## src/pkg/jttl_params.svh

```systemverilog
`ifndef JTTL_PARAMS_SVH
`define JTTL_PARAMS_SVH

// ------------------------------------------------------------
// Register byte offsets
// ------------------------------------------------------------
`define JTTL_REG_CTRL 4'h0
`define JTTL_REG_KCFG 4'h4
`define JTTL_REG_STAT 4'h8

// ------------------------------------------------------------
// Field positions and reset values
// ------------------------------------------------------------
`define JTTL_CTRL_EN 0
`define JTTL_CTRL_SCR 1
`define JTTL_CTRL_FMT 4
`define JTTL_KCFG_RST 8'h1f
`define JTTL_STAT_CNT 16

// ------------------------------------------------------------
// Multiframe limits, in octets per multiframe
// ------------------------------------------------------------
`define JTTL_MF_MIN_OCT 12'd17
`define JTTL_MF_MAX_OCT 12'd1024

// ------------------------------------------------------------
// Control octets ahead of the line encoder, and index of the last alignment multiframe
// ------------------------------------------------------------
`define JTTL_K28_0 8'h1c
`define JTTL_K28_3 8'h7c
`define JTTL_K28_4 8'h9c
`define JTTL_K28_5 8'hbc
`define JTTL_ILAS_LAST 2'h3

// ------------------------------------------------------------
// Sample slots and 64b/66b framing
// ------------------------------------------------------------
`define JTTL_NPRIME 16
`define JTTL_SH_DATA 2'b01
`define JTTL_EMB_OCT 12'd256

`endif

```

## src/pkg/jttl_pkg.sv

```systemverilog
package jttl_pkg;

  typedef enum logic [2:0] {
    ST_IDLE,
    ST_CGS,
    ST_WAIT_LMFC,
    ST_ILAS,
    ST_DATA
  } jttl_state_e;

  typedef struct packed {
    logic [2:0] lanes;
    logic [3:0] octets;
    logic [1:0] fShift;
    logic enc64;
  } jttl_mode_s;

  // Format 0: L4 F2 M4 S1, 1: L2 F4 M2 S2, 2: L1 F8 M4 S1,
  // 3: as format 0 over 64b/66b
  function automatic jttl_mode_s jttl_mode_decode(input logic [1:0] fmt);
    jttl_mode_s m;
    m = '{lanes: 3'd4, octets: 4'd2, fShift: 2'd1, enc64: 1'b0};
    if (fmt == 2'd1) begin
      m = '{lanes: 3'd2, octets: 4'd4, fShift: 2'd2, enc64: 1'b0};
    end else if (fmt == 2'd2) begin
      m = '{lanes: 3'd1, octets: 4'd8, fShift: 2'd3, enc64: 1'b0};
    end else if (fmt == 2'd3) begin
      m.enc64 = 1'b1;
    end
    return m;
  endfunction

endpackage

```

## src/hw/jttl_scrambler.sv

```systemverilog
`timescale 1ns/10ps
// Self-synchronous scrambler, 1 + x^TA + x^TB, MSB scrambled first
module jttl_scrambler #(
  parameter int W = 8,
  parameter int SL = 15,
  parameter int TA = 14,
  parameter int TB = 15
) (
  // Clock and reset
  input wire logic ref_clk,
  input wire logic rst_n,
  // Data
  input wire logic [W-1:0] dataIn,
  input wire logic advance,
  output logic [W-1:0] dataOut
);
  logic [SL-1:0] hist;
  logic [SL-1:0] next_hist;

  always_comb begin
    next_hist = hist;
    for (int i = W - 1; i >= 0; i--) begin
      dataOut[i] = dataIn[i] ^ next_hist[TA-1] ^ next_hist[TB-1];
      next_hist = {next_hist[SL-2:0], dataOut[i]};
    end
  end

  // History only moves on scrambled words so the far end stays locked
  always_ff @(posedge ref_clk) begin
    if (!rst_n) begin
      hist <= '1;
    end else if (advance) begin
      hist <= next_hist;
    end
  end
endmodule

```

## src/hw/jttl_enc8b10b.sv

```systemverilog
`timescale 1ns/10ps
// One lane of 8b/10b; output abcdei fghj with a in bit 9
module jttl_enc8b10b (
  // Clock and reset
  input wire logic ref_clk,
  input wire logic rst_n,
  // Octet in
  input wire logic [7:0] octet,
  input wire logic isK,
  input wire logic advance,
  // Character out
  output logic [9:0] code
);
  logic rdPos;
  logic next_rdPos;
  logic rdMid;
  logic [5:0] t6;
  logic [5:0] c6;
  logic [3:0] t4;
  logic [3:0] c4;
  logic [4:0] x;
  logic [2:0] y;

  assign x = octet[4:0];
  assign y = octet[7:5];

  always_comb begin
    case (x)
      5'h00: t6 = 6'b100111;
      5'h01: t6 = 6'b011101;
      5'h02: t6 = 6'b101101;
      5'h03: t6 = 6'b110001;
      5'h04: t6 = 6'b110101;
      5'h05: t6 = 6'b101001;
      5'h06: t6 = 6'b011001;
      5'h07: t6 = 6'b111000;
      5'h08: t6 = 6'b111001;
      5'h09: t6 = 6'b100101;
      5'h0a: t6 = 6'b010101;
      5'h0b: t6 = 6'b110100;
      5'h0c: t6 = 6'b001101;
      5'h0d: t6 = 6'b101100;
      5'h0e: t6 = 6'b011100;
      5'h0f: t6 = 6'b010111;
      5'h10: t6 = 6'b011011;
      5'h11: t6 = 6'b100011;
      5'h12: t6 = 6'b010011;
      5'h13: t6 = 6'b110010;
      5'h14: t6 = 6'b001011;
      5'h15: t6 = 6'b101010;
      5'h16: t6 = 6'b011010;
      5'h17: t6 = 6'b111010;
      5'h18: t6 = 6'b110011;
      5'h19: t6 = 6'b100110;
      5'h1a: t6 = 6'b010110;
      5'h1b: t6 = 6'b110110;
      5'h1c: t6 = 6'b001110;
      5'h1d: t6 = 6'b101110;
      5'h1e: t6 = 6'b011110;
      default: t6 = 6'b101011;
    endcase
    // Only K28.y control characters are ever requested
    if (isK) begin
      t6 = 6'b001111;
    end
    c6 = t6;
    rdMid = rdPos;
    if ($countones(t6) != 3) begin
      c6 = rdPos ? ~t6 : t6;
      rdMid = ~rdPos;
    end else if (t6 == 6'b111000) begin
      c6 = rdPos ? 6'b000111 : t6;
    end
    case (y)
      3'h0: t4 = 4'b1011;
      3'h1: t4 = 4'b1001;
      3'h2: t4 = 4'b0101;
      3'h3: t4 = 4'b1100;
      3'h4: t4 = 4'b1101;
      3'h5: t4 = 4'b1010;
      3'h6: t4 = 4'b0110;
      default: t4 = 4'b1110;
    endcase
    // Alternate y=7 avoids a run of five equal bits
    if (y == 3'h7 && (isK ||
        (!rdMid && (x == 5'h11 || x == 5'h12 || x == 5'h14)) ||
        (rdMid && (x == 5'h0b || x == 5'h0d || x == 5'h0e)))) begin
      t4 = 4'b0111;
    end
    c4 = t4;
    next_rdPos = rdMid;
    if ($countones(t4) != 2) begin
      c4 = rdMid ? ~t4 : t4;
      next_rdPos = ~rdMid;
    end else if (y == 3'h3) begin
      c4 = rdMid ? ~t4 : t4;
    end else if (isK) begin
      c4 = rdMid ? t4 : ~t4;
    end
    code = {c6, c4};
  end

  // Running disparity of this lane alone
  always_ff @(posedge ref_clk) begin
    if (!rst_n) begin
      rdPos <= 1'b0;
    end else if (advance) begin
      rdPos <= next_rdPos;
    end
  end
endmodule

```

## src/hw/jttl_tx_link.sv

```systemverilog
`timescale 1ns/10ps
`include "jttl_params.svh"

// Functional notes
// - Samples become octets, frames, then lanes
// - F octets carry S samples of M converters
// - One format select fixes whole transport setup
// - Build multiframes, or blocks and multiblocks
// - 8b/10b scrambles only when enabled
// - 64b/66b always scrambles
// - 8b/10b scrambles octets before encoding
// - 64b/66b scrambles block, then adds header
// - Alignment sequence is never scrambled
// - Separate polynomial per encoding scheme
// - Octets encoded to DC-balanced 10-bit characters
// - K limited by F; invalid K blocks link
// - SYSREF resets multiframe counter phase
// - Multiframe clock spans F times K characters
// - SYNC timing as earlier standard
// - SYNC low sends commas; high after four
// - After SYNC rise, wait edge, four-multiframe alignment
module jttl_tx_link
  import jttl_pkg::*;
#(
  parameter int NL = 4,
  parameter int NBITS = 12
) (
  // Clock and reset
  input wire logic ref_clk,
  input wire logic rst_n,
  // Avalon-MM register slave
  input wire logic [3:0] avs_address,
  input wire logic avs_read,
  input wire logic avs_write,
  input wire logic [31:0] avs_writedata,
  output logic [31:0] avs_readdata,
  output logic avs_waitrequest,
  // Sample stream, four slots of NBITS in 16-bit fields
  input wire logic [63:0] sampleData,
  output logic sampleReady,
  // Link control pins
  input wire logic sync_n,
  input wire logic sysref,
  // Lane outputs
  output logic [NL*10-1:0] laneChar,
  output logic [NL*66-1:0] laneBlock,
  output logic blockValid,
  output logic multiblockStart,
  output logic lmfcEdge
);

  // ----------------------------------------------------------
  // Pin synchronisers
  // ----------------------------------------------------------
  logic [2:0] syncPipe;
  logic [2:0] refPipe;
  logic syncLevel;
  logic refLevel;
  logic syncRise;
  logic sysrefRise;

  always_ff @(posedge ref_clk) begin
    if (!rst_n) begin
      syncPipe <= 3'h7;
      refPipe <= 3'h0;
    end else begin
      syncPipe <= {syncPipe[1:0], sync_n};
      refPipe <= {refPipe[1:0], sysref};
    end
  end

  always_ff @(posedge ref_clk) begin
    if (!rst_n) begin
      syncLevel <= 1'b1;
      refLevel <= 1'b0;
    end else begin
      if (syncPipe[1] == syncPipe[2]) begin
        syncLevel <= syncPipe[2];
      end
      if (refPipe[1] == refPipe[2]) begin
        refLevel <= refPipe[2];
      end
    end
  end

  assign syncRise = syncPipe[1] && syncPipe[2] && !syncLevel;
  assign sysrefRise = refPipe[1] && refPipe[2] && !refLevel;

  // ----------------------------------------------------------
  // Register slave
  // ----------------------------------------------------------
  logic busAck;
  logic linkEn;
  logic scrEn;
  logic [1:0] fmtSel;
  logic [7:0] kMinus1;
  logic kValid;
  logic [9:0] lmfcCnt;
  jttl_state_e state;
  jttl_mode_s mode;

  // One wait state on every access
  assign avs_waitrequest = (avs_read || avs_write) && !busAck;

  always_ff @(posedge ref_clk) begin
    if (!rst_n) begin
      busAck <= 1'b0;
    end else begin
      busAck <= (avs_read || avs_write) && !busAck;
    end
  end

  always_ff @(posedge ref_clk) begin
    if (!rst_n) begin
      linkEn <= 1'b0;
      scrEn <= 1'b0;
      fmtSel <= 2'h0;
      kMinus1 <= `JTTL_KCFG_RST;
    end else if (avs_write && busAck) begin
      if (avs_address == `JTTL_REG_CTRL) begin
        linkEn <= avs_writedata[`JTTL_CTRL_EN];
        scrEn <= avs_writedata[`JTTL_CTRL_SCR];
        fmtSel <= avs_writedata[`JTTL_CTRL_FMT +: 2];
      end else if (avs_address == `JTTL_REG_KCFG) begin
        kMinus1 <= avs_writedata[7:0];
      end
    end
  end

  always_ff @(posedge ref_clk) begin
    if (!rst_n) begin
      avs_readdata <= 32'h0;
    end else if (avs_read && !busAck) begin
      if (avs_address == `JTTL_REG_CTRL) begin
        avs_readdata <= {26'h0, fmtSel, 2'h0, scrEn, linkEn};
      end else if (avs_address == `JTTL_REG_KCFG) begin
        avs_readdata <= {24'h0, kMinus1};
      end else if (avs_address == `JTTL_REG_STAT) begin
        avs_readdata <= {6'h0, lmfcCnt, 10'h0, mode.enc64, kValid,
                         syncLevel, state};
      end else begin
        avs_readdata <= 32'h0;
      end
    end
  end

  // ----------------------------------------------------------
  // Transport mode and multiframe length
  // ----------------------------------------------------------
  logic [11:0] mfOct;
  logic [11:0] period;
  logic [9:0] lastIdx;
  logic lmfcWrap;
  logic [2:0] octIdx;

  assign mode = jttl_mode_decode(fmtSel);
  assign mfOct = 12'(({4'h0, kMinus1} + 12'd1) << mode.fShift);
  assign kValid = mode.enc64 || (mfOct >= `JTTL_MF_MIN_OCT &&
                  mfOct <= `JTTL_MF_MAX_OCT);
  assign period = mode.enc64 ? `JTTL_EMB_OCT : mfOct;
  assign lastIdx = 10'(period - 12'd1);
  assign lmfcWrap = lmfcCnt == lastIdx;
  assign octIdx = lmfcCnt[2:0] & 3'(mode.octets - 4'd1);

  // ----------------------------------------------------------
  // Local multiframe / extended multiblock counter
  // ----------------------------------------------------------
  // One character per clock, so a period is F*K clocks, or 256 in 64b/66b
  always_ff @(posedge ref_clk) begin
    if (!rst_n) begin
      lmfcCnt <= 10'h0;
    end else if (sysrefRise) begin
      lmfcCnt <= 10'h0;
    end else if (lmfcWrap) begin
      lmfcCnt <= 10'h0;
    end else begin
      lmfcCnt <= lmfcCnt + 10'h1;
    end
  end

  always_ff @(posedge ref_clk) begin
    if (!rst_n) begin
      lmfcEdge <= 1'b0;
    end else begin
      lmfcEdge <= sysrefRise || lmfcWrap;
    end
  end

  // ----------------------------------------------------------
  // Link state machine
  // ----------------------------------------------------------
  logic [1:0] ilasMf;

  always_ff @(posedge ref_clk) begin
    if (!rst_n) begin
      state <= ST_IDLE;
    end else if (!linkEn || !kValid) begin
      state <= ST_IDLE;
    end else begin
      case (state)
        ST_IDLE: begin
          state <= mode.enc64 ? ST_WAIT_LMFC : ST_CGS;
        end
        ST_CGS: begin
          if (syncRise) begin
            state <= ST_WAIT_LMFC;
          end
        end
        ST_WAIT_LMFC: begin
          if (!mode.enc64 && !syncLevel) begin
            state <= ST_CGS;
          end else if (lmfcWrap) begin
            state <= mode.enc64 ? ST_DATA : ST_ILAS;
          end
        end
        ST_ILAS: begin
          if (!syncLevel) begin
            state <= ST_CGS;
          end else if (lmfcWrap && ilasMf == `JTTL_ILAS_LAST) begin
            state <= ST_DATA;
          end
        end
        ST_DATA: begin
          if (!mode.enc64 && !syncLevel) begin
            state <= ST_CGS;
          end
        end
        default: begin
          state <= ST_IDLE;
        end
      endcase
    end
  end

  always_ff @(posedge ref_clk) begin
    if (!rst_n) begin
      ilasMf <= 2'h0;
    end else if (state != ST_ILAS) begin
      ilasMf <= 2'h0;
    end else if (lmfcWrap) begin
      ilasMf <= ilasMf + 2'h1;
    end
  end

  // ----------------------------------------------------------
  // Transport packing
  // ----------------------------------------------------------
  logic [63:0] packedFrame;
  logic [63:0] frameReg;
  logic [63:0] curFrame;
  logic scr8Adv;
  logic blkEnd;

  function automatic logic [7:0] laneByte(input logic [63:0] f,
                                          input logic [2:0] j);
    return f[63 - 8 * j -: 8];
  endfunction

  // Each sample sits MSB-aligned in its N' field, tail bits zero
  always_comb begin
    packedFrame = 64'h0;
    for (int s = 0; s < 4; s++) begin
      packedFrame[63 - `JTTL_NPRIME * s -: `JTTL_NPRIME] =
        {sampleData[`JTTL_NPRIME * s +: NBITS],
         {(`JTTL_NPRIME - NBITS){1'b0}}};
    end
  end

  assign sampleReady = octIdx == 3'h0;
  assign curFrame = sampleReady ? packedFrame : frameReg;

  always_ff @(posedge ref_clk) begin
    if (!rst_n) begin
      frameReg <= 64'h0;
    end else if (sampleReady) begin
      frameReg <= packedFrame;
    end
  end

  assign scr8Adv = state == ST_DATA && !mode.enc64 && scrEn;
  assign blkEnd = mode.enc64 && state == ST_DATA && lmfcCnt[2:0] == 3'h7;

  // ----------------------------------------------------------
  // Lanes
  // ----------------------------------------------------------
  for (genvar l = 0; l < NL; l++) begin : g_lane
    logic [2:0] byteSel;
    logic [7:0] dataOct;
    logic [7:0] scr8Out;
    logic [7:0] txOct;
    logic txK;
    logic [9:0] encChar;
    logic [63:0] blkAcc;
    logic [63:0] blkFull;
    logic [63:0] scr64Out;
    logic active;

    assign active = l < mode.lanes;
    assign byteSel = 3'(l << mode.fShift) | octIdx;
    assign dataOct = laneByte(curFrame, byteSel);

    jttl_scrambler #(.W(8), .SL(15), .TA(14), .TB(15)) u_scr8 (
      .ref_clk(ref_clk),
      .rst_n(rst_n),
      .dataIn(dataOct),
      .advance(scr8Adv),
      .dataOut(scr8Out)
    );

    // Commas outside alignment and data, markers on multiframe ends
    always_comb begin
      txK = 1'b1;
      txOct = `JTTL_K28_5;
      if (state == ST_ILAS) begin
        txK = 1'b0;
        txOct = lmfcCnt[7:0];
        if (lmfcCnt == 10'h0) begin
          txK = 1'b1;
          txOct = `JTTL_K28_0;
        end else if (lmfcWrap) begin
          txK = 1'b1;
          txOct = `JTTL_K28_3;
        end else if (ilasMf == 2'h1 && lmfcCnt == 10'h1) begin
          txK = 1'b1;
          txOct = `JTTL_K28_4;
        end
      end else if (state == ST_DATA) begin
        txK = 1'b0;
        txOct = scrEn ? scr8Out : dataOct;
      end
    end

    jttl_enc8b10b u_enc (
      .ref_clk(ref_clk),
      .rst_n(rst_n),
      .octet(txOct),
      .isK(txK),
      .advance(!mode.enc64),
      .code(encChar)
    );

    always_ff @(posedge ref_clk) begin
      if (!rst_n) begin
        laneChar[l*10 +: 10] <= 10'h0;
      end else begin
        laneChar[l*10 +: 10] <= (active && !mode.enc64) ? encChar : 10'h0;
      end
    end

    always_ff @(posedge ref_clk) begin
      if (!rst_n) begin
        blkAcc <= 64'h0;
      end else begin
        blkAcc <= blkFull;
      end
    end

    assign blkFull = {blkAcc[55:0], dataOct};

    // Always scrambled, regardless of the enable bit
    jttl_scrambler #(.W(64), .SL(58), .TA(39), .TB(58)) u_scr64 (
      .ref_clk(ref_clk),
      .rst_n(rst_n),
      .dataIn(blkFull),
      .advance(blkEnd),
      .dataOut(scr64Out)
    );

    always_ff @(posedge ref_clk) begin
      if (!rst_n) begin
        laneBlock[l*66 +: 66] <= 66'h0;
      end else if (blkEnd) begin
        laneBlock[l*66 +: 66] <= active ?
          {`JTTL_SH_DATA, scr64Out} : 66'h0;
      end
    end
  end

  always_ff @(posedge ref_clk) begin
    if (!rst_n) begin
      blockValid <= 1'b0;
      multiblockStart <= 1'b0;
    end else begin
      blockValid <= blkEnd;
      multiblockStart <= blkEnd && lmfcCnt[7:3] == 5'h0;
    end
  end
endmodule

```

## config.mk

```make
export PLATFORM = sky130hd
export DESIGN_NAME = jttl_tx_link
export DESIGN_NICKNAME = d
export VERILOG_FILES = /design/src/pkg/jttl_pkg.sv /design/src/hw/jttl_scrambler.sv /design/src/hw/jttl_enc8b10b.sv /design/src/hw/jttl_tx_link.sv
export VERILOG_INCLUDE_DIRS = /design/src /design/src/pkg
export SDC_FILE = /design/constraint.sdc
export NUM_CORES = 2
export LEC_CHECK = 0
export BUFFER_PORTS_ARGS = -buffer_cell sky130_fd_sc_hd__buf_2
export CAP_MARGIN = 20
export CORE_ASPECT_RATIO = 1.75
export CORE_MARGIN = 2
export CORE_UTILIZATION = 60
export DETAILED_ROUTE_END_ITERATION = 8
export GPL_ROUTABILITY_DRIVEN = 0
export HOLD_SLACK_MARGIN = 0.08
export PLACE_DENSITY = 0.83
export SLEW_MARGIN = 5
export SYNTH_ARGS = -nofsm -noshare
export SYNTH_HDL_FRONTEND = slang
export SYNTH_HIERARCHICAL = 1
export SYNTH_SLANG_ARGS = --single-unit
```

## constraint.sdc

```tcl
create_clock -name ref_clk -period 14.13 [get_ports ref_clk]
set_clock_uncertainty 0.1 [all_clocks]
set_input_delay 4.239 -clock ref_clk [delete_from_list [all_inputs] [get_ports ref_clk]]
set_output_delay 4.239 -clock ref_clk [all_outputs]
set_load 0.005 [all_outputs]
```

==> impl_metrics.json <==
{
  "status": "finished, final reports clean",
  "end_kind": "flip-flop",
  "clock_tree.root_cell": "sky130_fd_sc_hd__clkbuf_16",
  "drt_pass1_iterations": 6,
  "synth_sequential_area_ratio_pct": 39.7,
  "detailed_place_hpwl_microns": 95800,
  "final.setup.tns_ns": 0,
  "tritoncts": "built",
  "timing.critical_path.slowest_stage_cell": "sky130_fd_sc_hd__o21ai_0",
  "path_buf_inv": 6,
  "design.die.area_sq_um": 81400,
  "cts_max_path_buffers": 3,
  "leakagePower_nw": 25.8,
  "layout-drive-gt1-share_pct": 13.7,
  "worst_slack_ns": 1.29,
  "timing_worst_slew_pin_value_ns": 1.11,
  "worstSkewPairLatency_ns": 0.71,
  "synthesis.area_sq_um": 47400,
  "critical_path.startpoint_type": "input pin",
  "core-area_sq_um": 78400,
  "fillCellCount": 6076,
  "yosysTopAreaCellShare_pct": 39.7,
  "number_of_enable_flip_flop_cells_after_synthesis": 0,
  "grt.overflow.total": 0,
  "ys_seq_elements": 940,
  "grt_util_all_layers_pct": 32.2,
  "cts_inserted_buffers": 84,
  "initial_utilization_pct": 60.4,
  "peakVddDrop_mv": 0.106,
  "count_of_placed_standard_cells_in_the_final_layout_fillers_left_out": 6490,
  "final.min_clock_period_ns": 12.84,
  "synth.area.top_cells": "sky130_fd_sc_hd__dfxtp_1, sky130_fd_sc_hd__nor2_1, sky130_fd_sc_hd__a21oi_1",
  "clk_pin_slew_worst_paths_ns": 0.06,
  "power.share.clock_pct": 43.9,
  "maximum_net_fanout_on_the_critical_path": 8,
  "internal-power_mw": 4.16,
  "post-synth-top-area-cell": "sky130_fd_sc_hd__dfxtp_1",
  "critPathMaxStageDelay_ns": 0.75,
  "synth.avg_cell_area_sq_um": 9.12,
  "clock-sinks": 940,
  "synthArstFlopShare_pct": 0,
  "dieHeight_microns": 376,
  "max-slew-margin-rel_pct": 25.0,
  "final_design_area_no_fill_sq_um": 52600,
  "critical_path_required_ns": 14.63,
  "power_density_nw_per_um2": 104,
  "hold_viol_final": 0,
  "drt-total-wl_microns": 134000,
  "place.detailed.instances": 6323,
  "ys_types": 110,
  "pre_cts_ws_ns": 0.652,
  "hold-worst-slack_ns": 0.336,
  "crit_family": "compound AO/OA/AOI/OAI gates",
  "report.final.slew_viol_count": 0,
  "synth_top_flop_cell": "sky130_fd_sc_hd__dfxtp_1",
  "boundaryPins": 447,
  "portBuffers": 388,
  "grt_max_degree": 245,
  "floorplan.rows": 136,
  "remaining_drc_errors": 0,
  "synthCells": 5201,
  "grt_setup_unrepaired": "false",
  "post_cts_resize_count": 0,
  "htree_num_levels": 3,
  "route.vias.total": 37746,
  "postPlaceCellArea_sq_um": 49600,
  "die_x_extent_microns": 216,
  "critPathArrivalTime_ns": 13.34,
  "post_cts_hold_buffer_count": 0,
  "postRouteAntennaNets": 0,
  "timing.fmax_mhz": 77.9,
  "finalPower_mw": 5.47,
  "share_seq_of_total_power_pct": 49.5,
  "switching_part_of_the_total_power_pct": 24.0,
  "warnings_synthesis": 6,
  "grt_first_pass_wirelength_microns": 205000,
  "vias_per_cell": 5.82,
  "drt-wirelength-per-cell_microns": 20.7,
  "postCtsSetupRepairBufs": 0,
  "layout_net_count": 5606,
  "postLayoutCoreUtil_pct": 67.0,
  "grt_pass1_vias": 36575,
  "kind_of_path_behind_the_tightest_hold_check": "reg -> reg",
  "fin_crit_sh_pct": 90.9,
  "drt_iter0_drc": 3273,
  "initial_antenna_violation_count": 29,
  "share_comb_of_total_power_pct": 6.5,
  "cap_viol_max_count": 0,
  "final_setup_violation_count": 0,
  "areaGrowthSynthToFinish_pct": 10.9,
  "worst-setup-path-type": "in -> reg",
  "total_switching_power_mw": 1.31
}
## sequential cells by signal, indices dropped and copies added (netlist names), 2 cells and up
signal               flops
fmtSel                   2
laneChar                40
ilasMf                   2
g_lane.u_scr8/hist      60
state                    3
refPipe                  3
frameReg                64
g_lane.u_scr64/hist    232
lmfcCnt                 10
g_lane.blkAcc          224
laneBlock              259
syncPipe                 3
g_lane.u_enc/rdPos       4
avs_readdata            18
kMinus1                  8
## cell type report
type	count	area (sq um)	area share [%]
Multi-Input combinational cell	3670	26200	49.9
Antenna cell	14	35.0	0.0666
Inverter	242	930	1.77
Sequential cell	940	18800	35.8
Clock buffer	114	2420	4.59
Timing Repair Buffer	442	2390	4.54
Tap cell	1035	1290	2.46
Clock inverter	33	474	0.902
## power by group through the flow
stage          combinational (mW)  sequential [mW]  clock [mW]
6_report                    0.358             2.71        2.40
5_1_grt                     0.384             2.71        2.53
4_1_cts                     0.354             2.71        2.44
3_5_place_dp                0.351             2.77           0
3_3_place_gp                0.345             2.77           0
2_1_floorplan               0.238             2.76           0
## routing by layer
metal	vias up	GRT usage, %	wire length, microns
li1	17905	-	-
met1	17904	36.3	49200
met2	1474	55.2	65100
met3	429	6.07	10200
met4	34	21.7	9620
met5	-	0	220
## placed cells by master, fill, tap and decap left out, drive strengths merged, types with 29 or more instances in the layout
cell type and n:
and3 185, nand2 527, nand3b 69, nor3 38
nand2b 45, a21o 81, nor2b 29, xor3 157
and2 255, inv 243, buf 440, dfxtp 940
a211oi 42, a21oi 402, xnor3 56, nand3 46
xnor2 221, o211ai 82, mux2i 134, nor2 568
o21ai 302, ha 108, clkbuf 116
## cells by family after synthesis
family                     share of synthesized area (%)
AOI/OAI and AO/OA                                   13.8
xor gates and xnor gates                            15.3
adders and majority gates                           3.40
muxes                                               3.69
and+or+nand+nor                                     18.8
buffers and inverters                               5.22
DFF                                                 39.7
other                                            0.00791
## worst register-to-register path, delay by kind of cell (launching register included)
family	cells	cell delay (ns)
multiplexers	1	0.48
AO/OA/AOI/OAI	16	4.37
flip-flops	1	0.58
adder cells (fa/ha/maj)	9	3.21
AND/OR/NAND/NOR	6	1.63
buffers and inverters	7	1.76
## synthesized netlist by cell type, types with 9 or more instances
cell                       count
sky130_fd_sc_hd__a211o_1      10
sky130_fd_sc_hd__a211oi_1     40
sky130_fd_sc_hd__a21o_1       81
sky130_fd_sc_hd__a21oi_1     401
sky130_fd_sc_hd__a22oi_1      17
sky130_fd_sc_hd__a311oi_1     11
sky130_fd_sc_hd__a31oi_1      27
sky130_fd_sc_hd__and2_1      254
sky130_fd_sc_hd__and3_1      185
sky130_fd_sc_hd__buf_1        18
sky130_fd_sc_hd__buf_2        25
sky130_fd_sc_hd__buf_4        30
sky130_fd_sc_hd__clkbuf_1    287
sky130_fd_sc_hd__dfxtp_1     940
sky130_fd_sc_hd__fa_1         12
sky130_fd_sc_hd__ha_1        108
sky130_fd_sc_hd__inv_1       232
sky130_fd_sc_hd__mux2_2       18
sky130_fd_sc_hd__mux2i_1     134
sky130_fd_sc_hd__nand2_1     527
sky130_fd_sc_hd__nand2b_1     45
sky130_fd_sc_hd__nand3_1      45
sky130_fd_sc_hd__nand3b_1     69
sky130_fd_sc_hd__nor2_1      568
sky130_fd_sc_hd__nor2b_1      29
sky130_fd_sc_hd__nor3_1       37
sky130_fd_sc_hd__o211ai_1     80
sky130_fd_sc_hd__o21ai_0     293
sky130_fd_sc_hd__or3_1        12
sky130_fd_sc_hd__xnor2_1     212
sky130_fd_sc_hd__xnor2_2       9
sky130_fd_sc_hd__xnor3_1      56
sky130_fd_sc_hd__xor2_1       18
sky130_fd_sc_hd__xor3_1       77
sky130_fd_sc_hd__xor3_2       72
## worst paths after layout
path / from / endpoint / slack (ns) / cells after the start
setup / recovery: sampleData[36] / laneChar[3] / 1.29 / 36
hold / removal: refPipe[0] / refPipe[1] / 0.34 / 1
setup reg to reg: fmtSel[1] / laneChar[13] / 1.93 / 39
hold reg to reg: refPipe[0] / refPipe[1] / 0.34 / 1
Power figures use the tool's default switching activity.
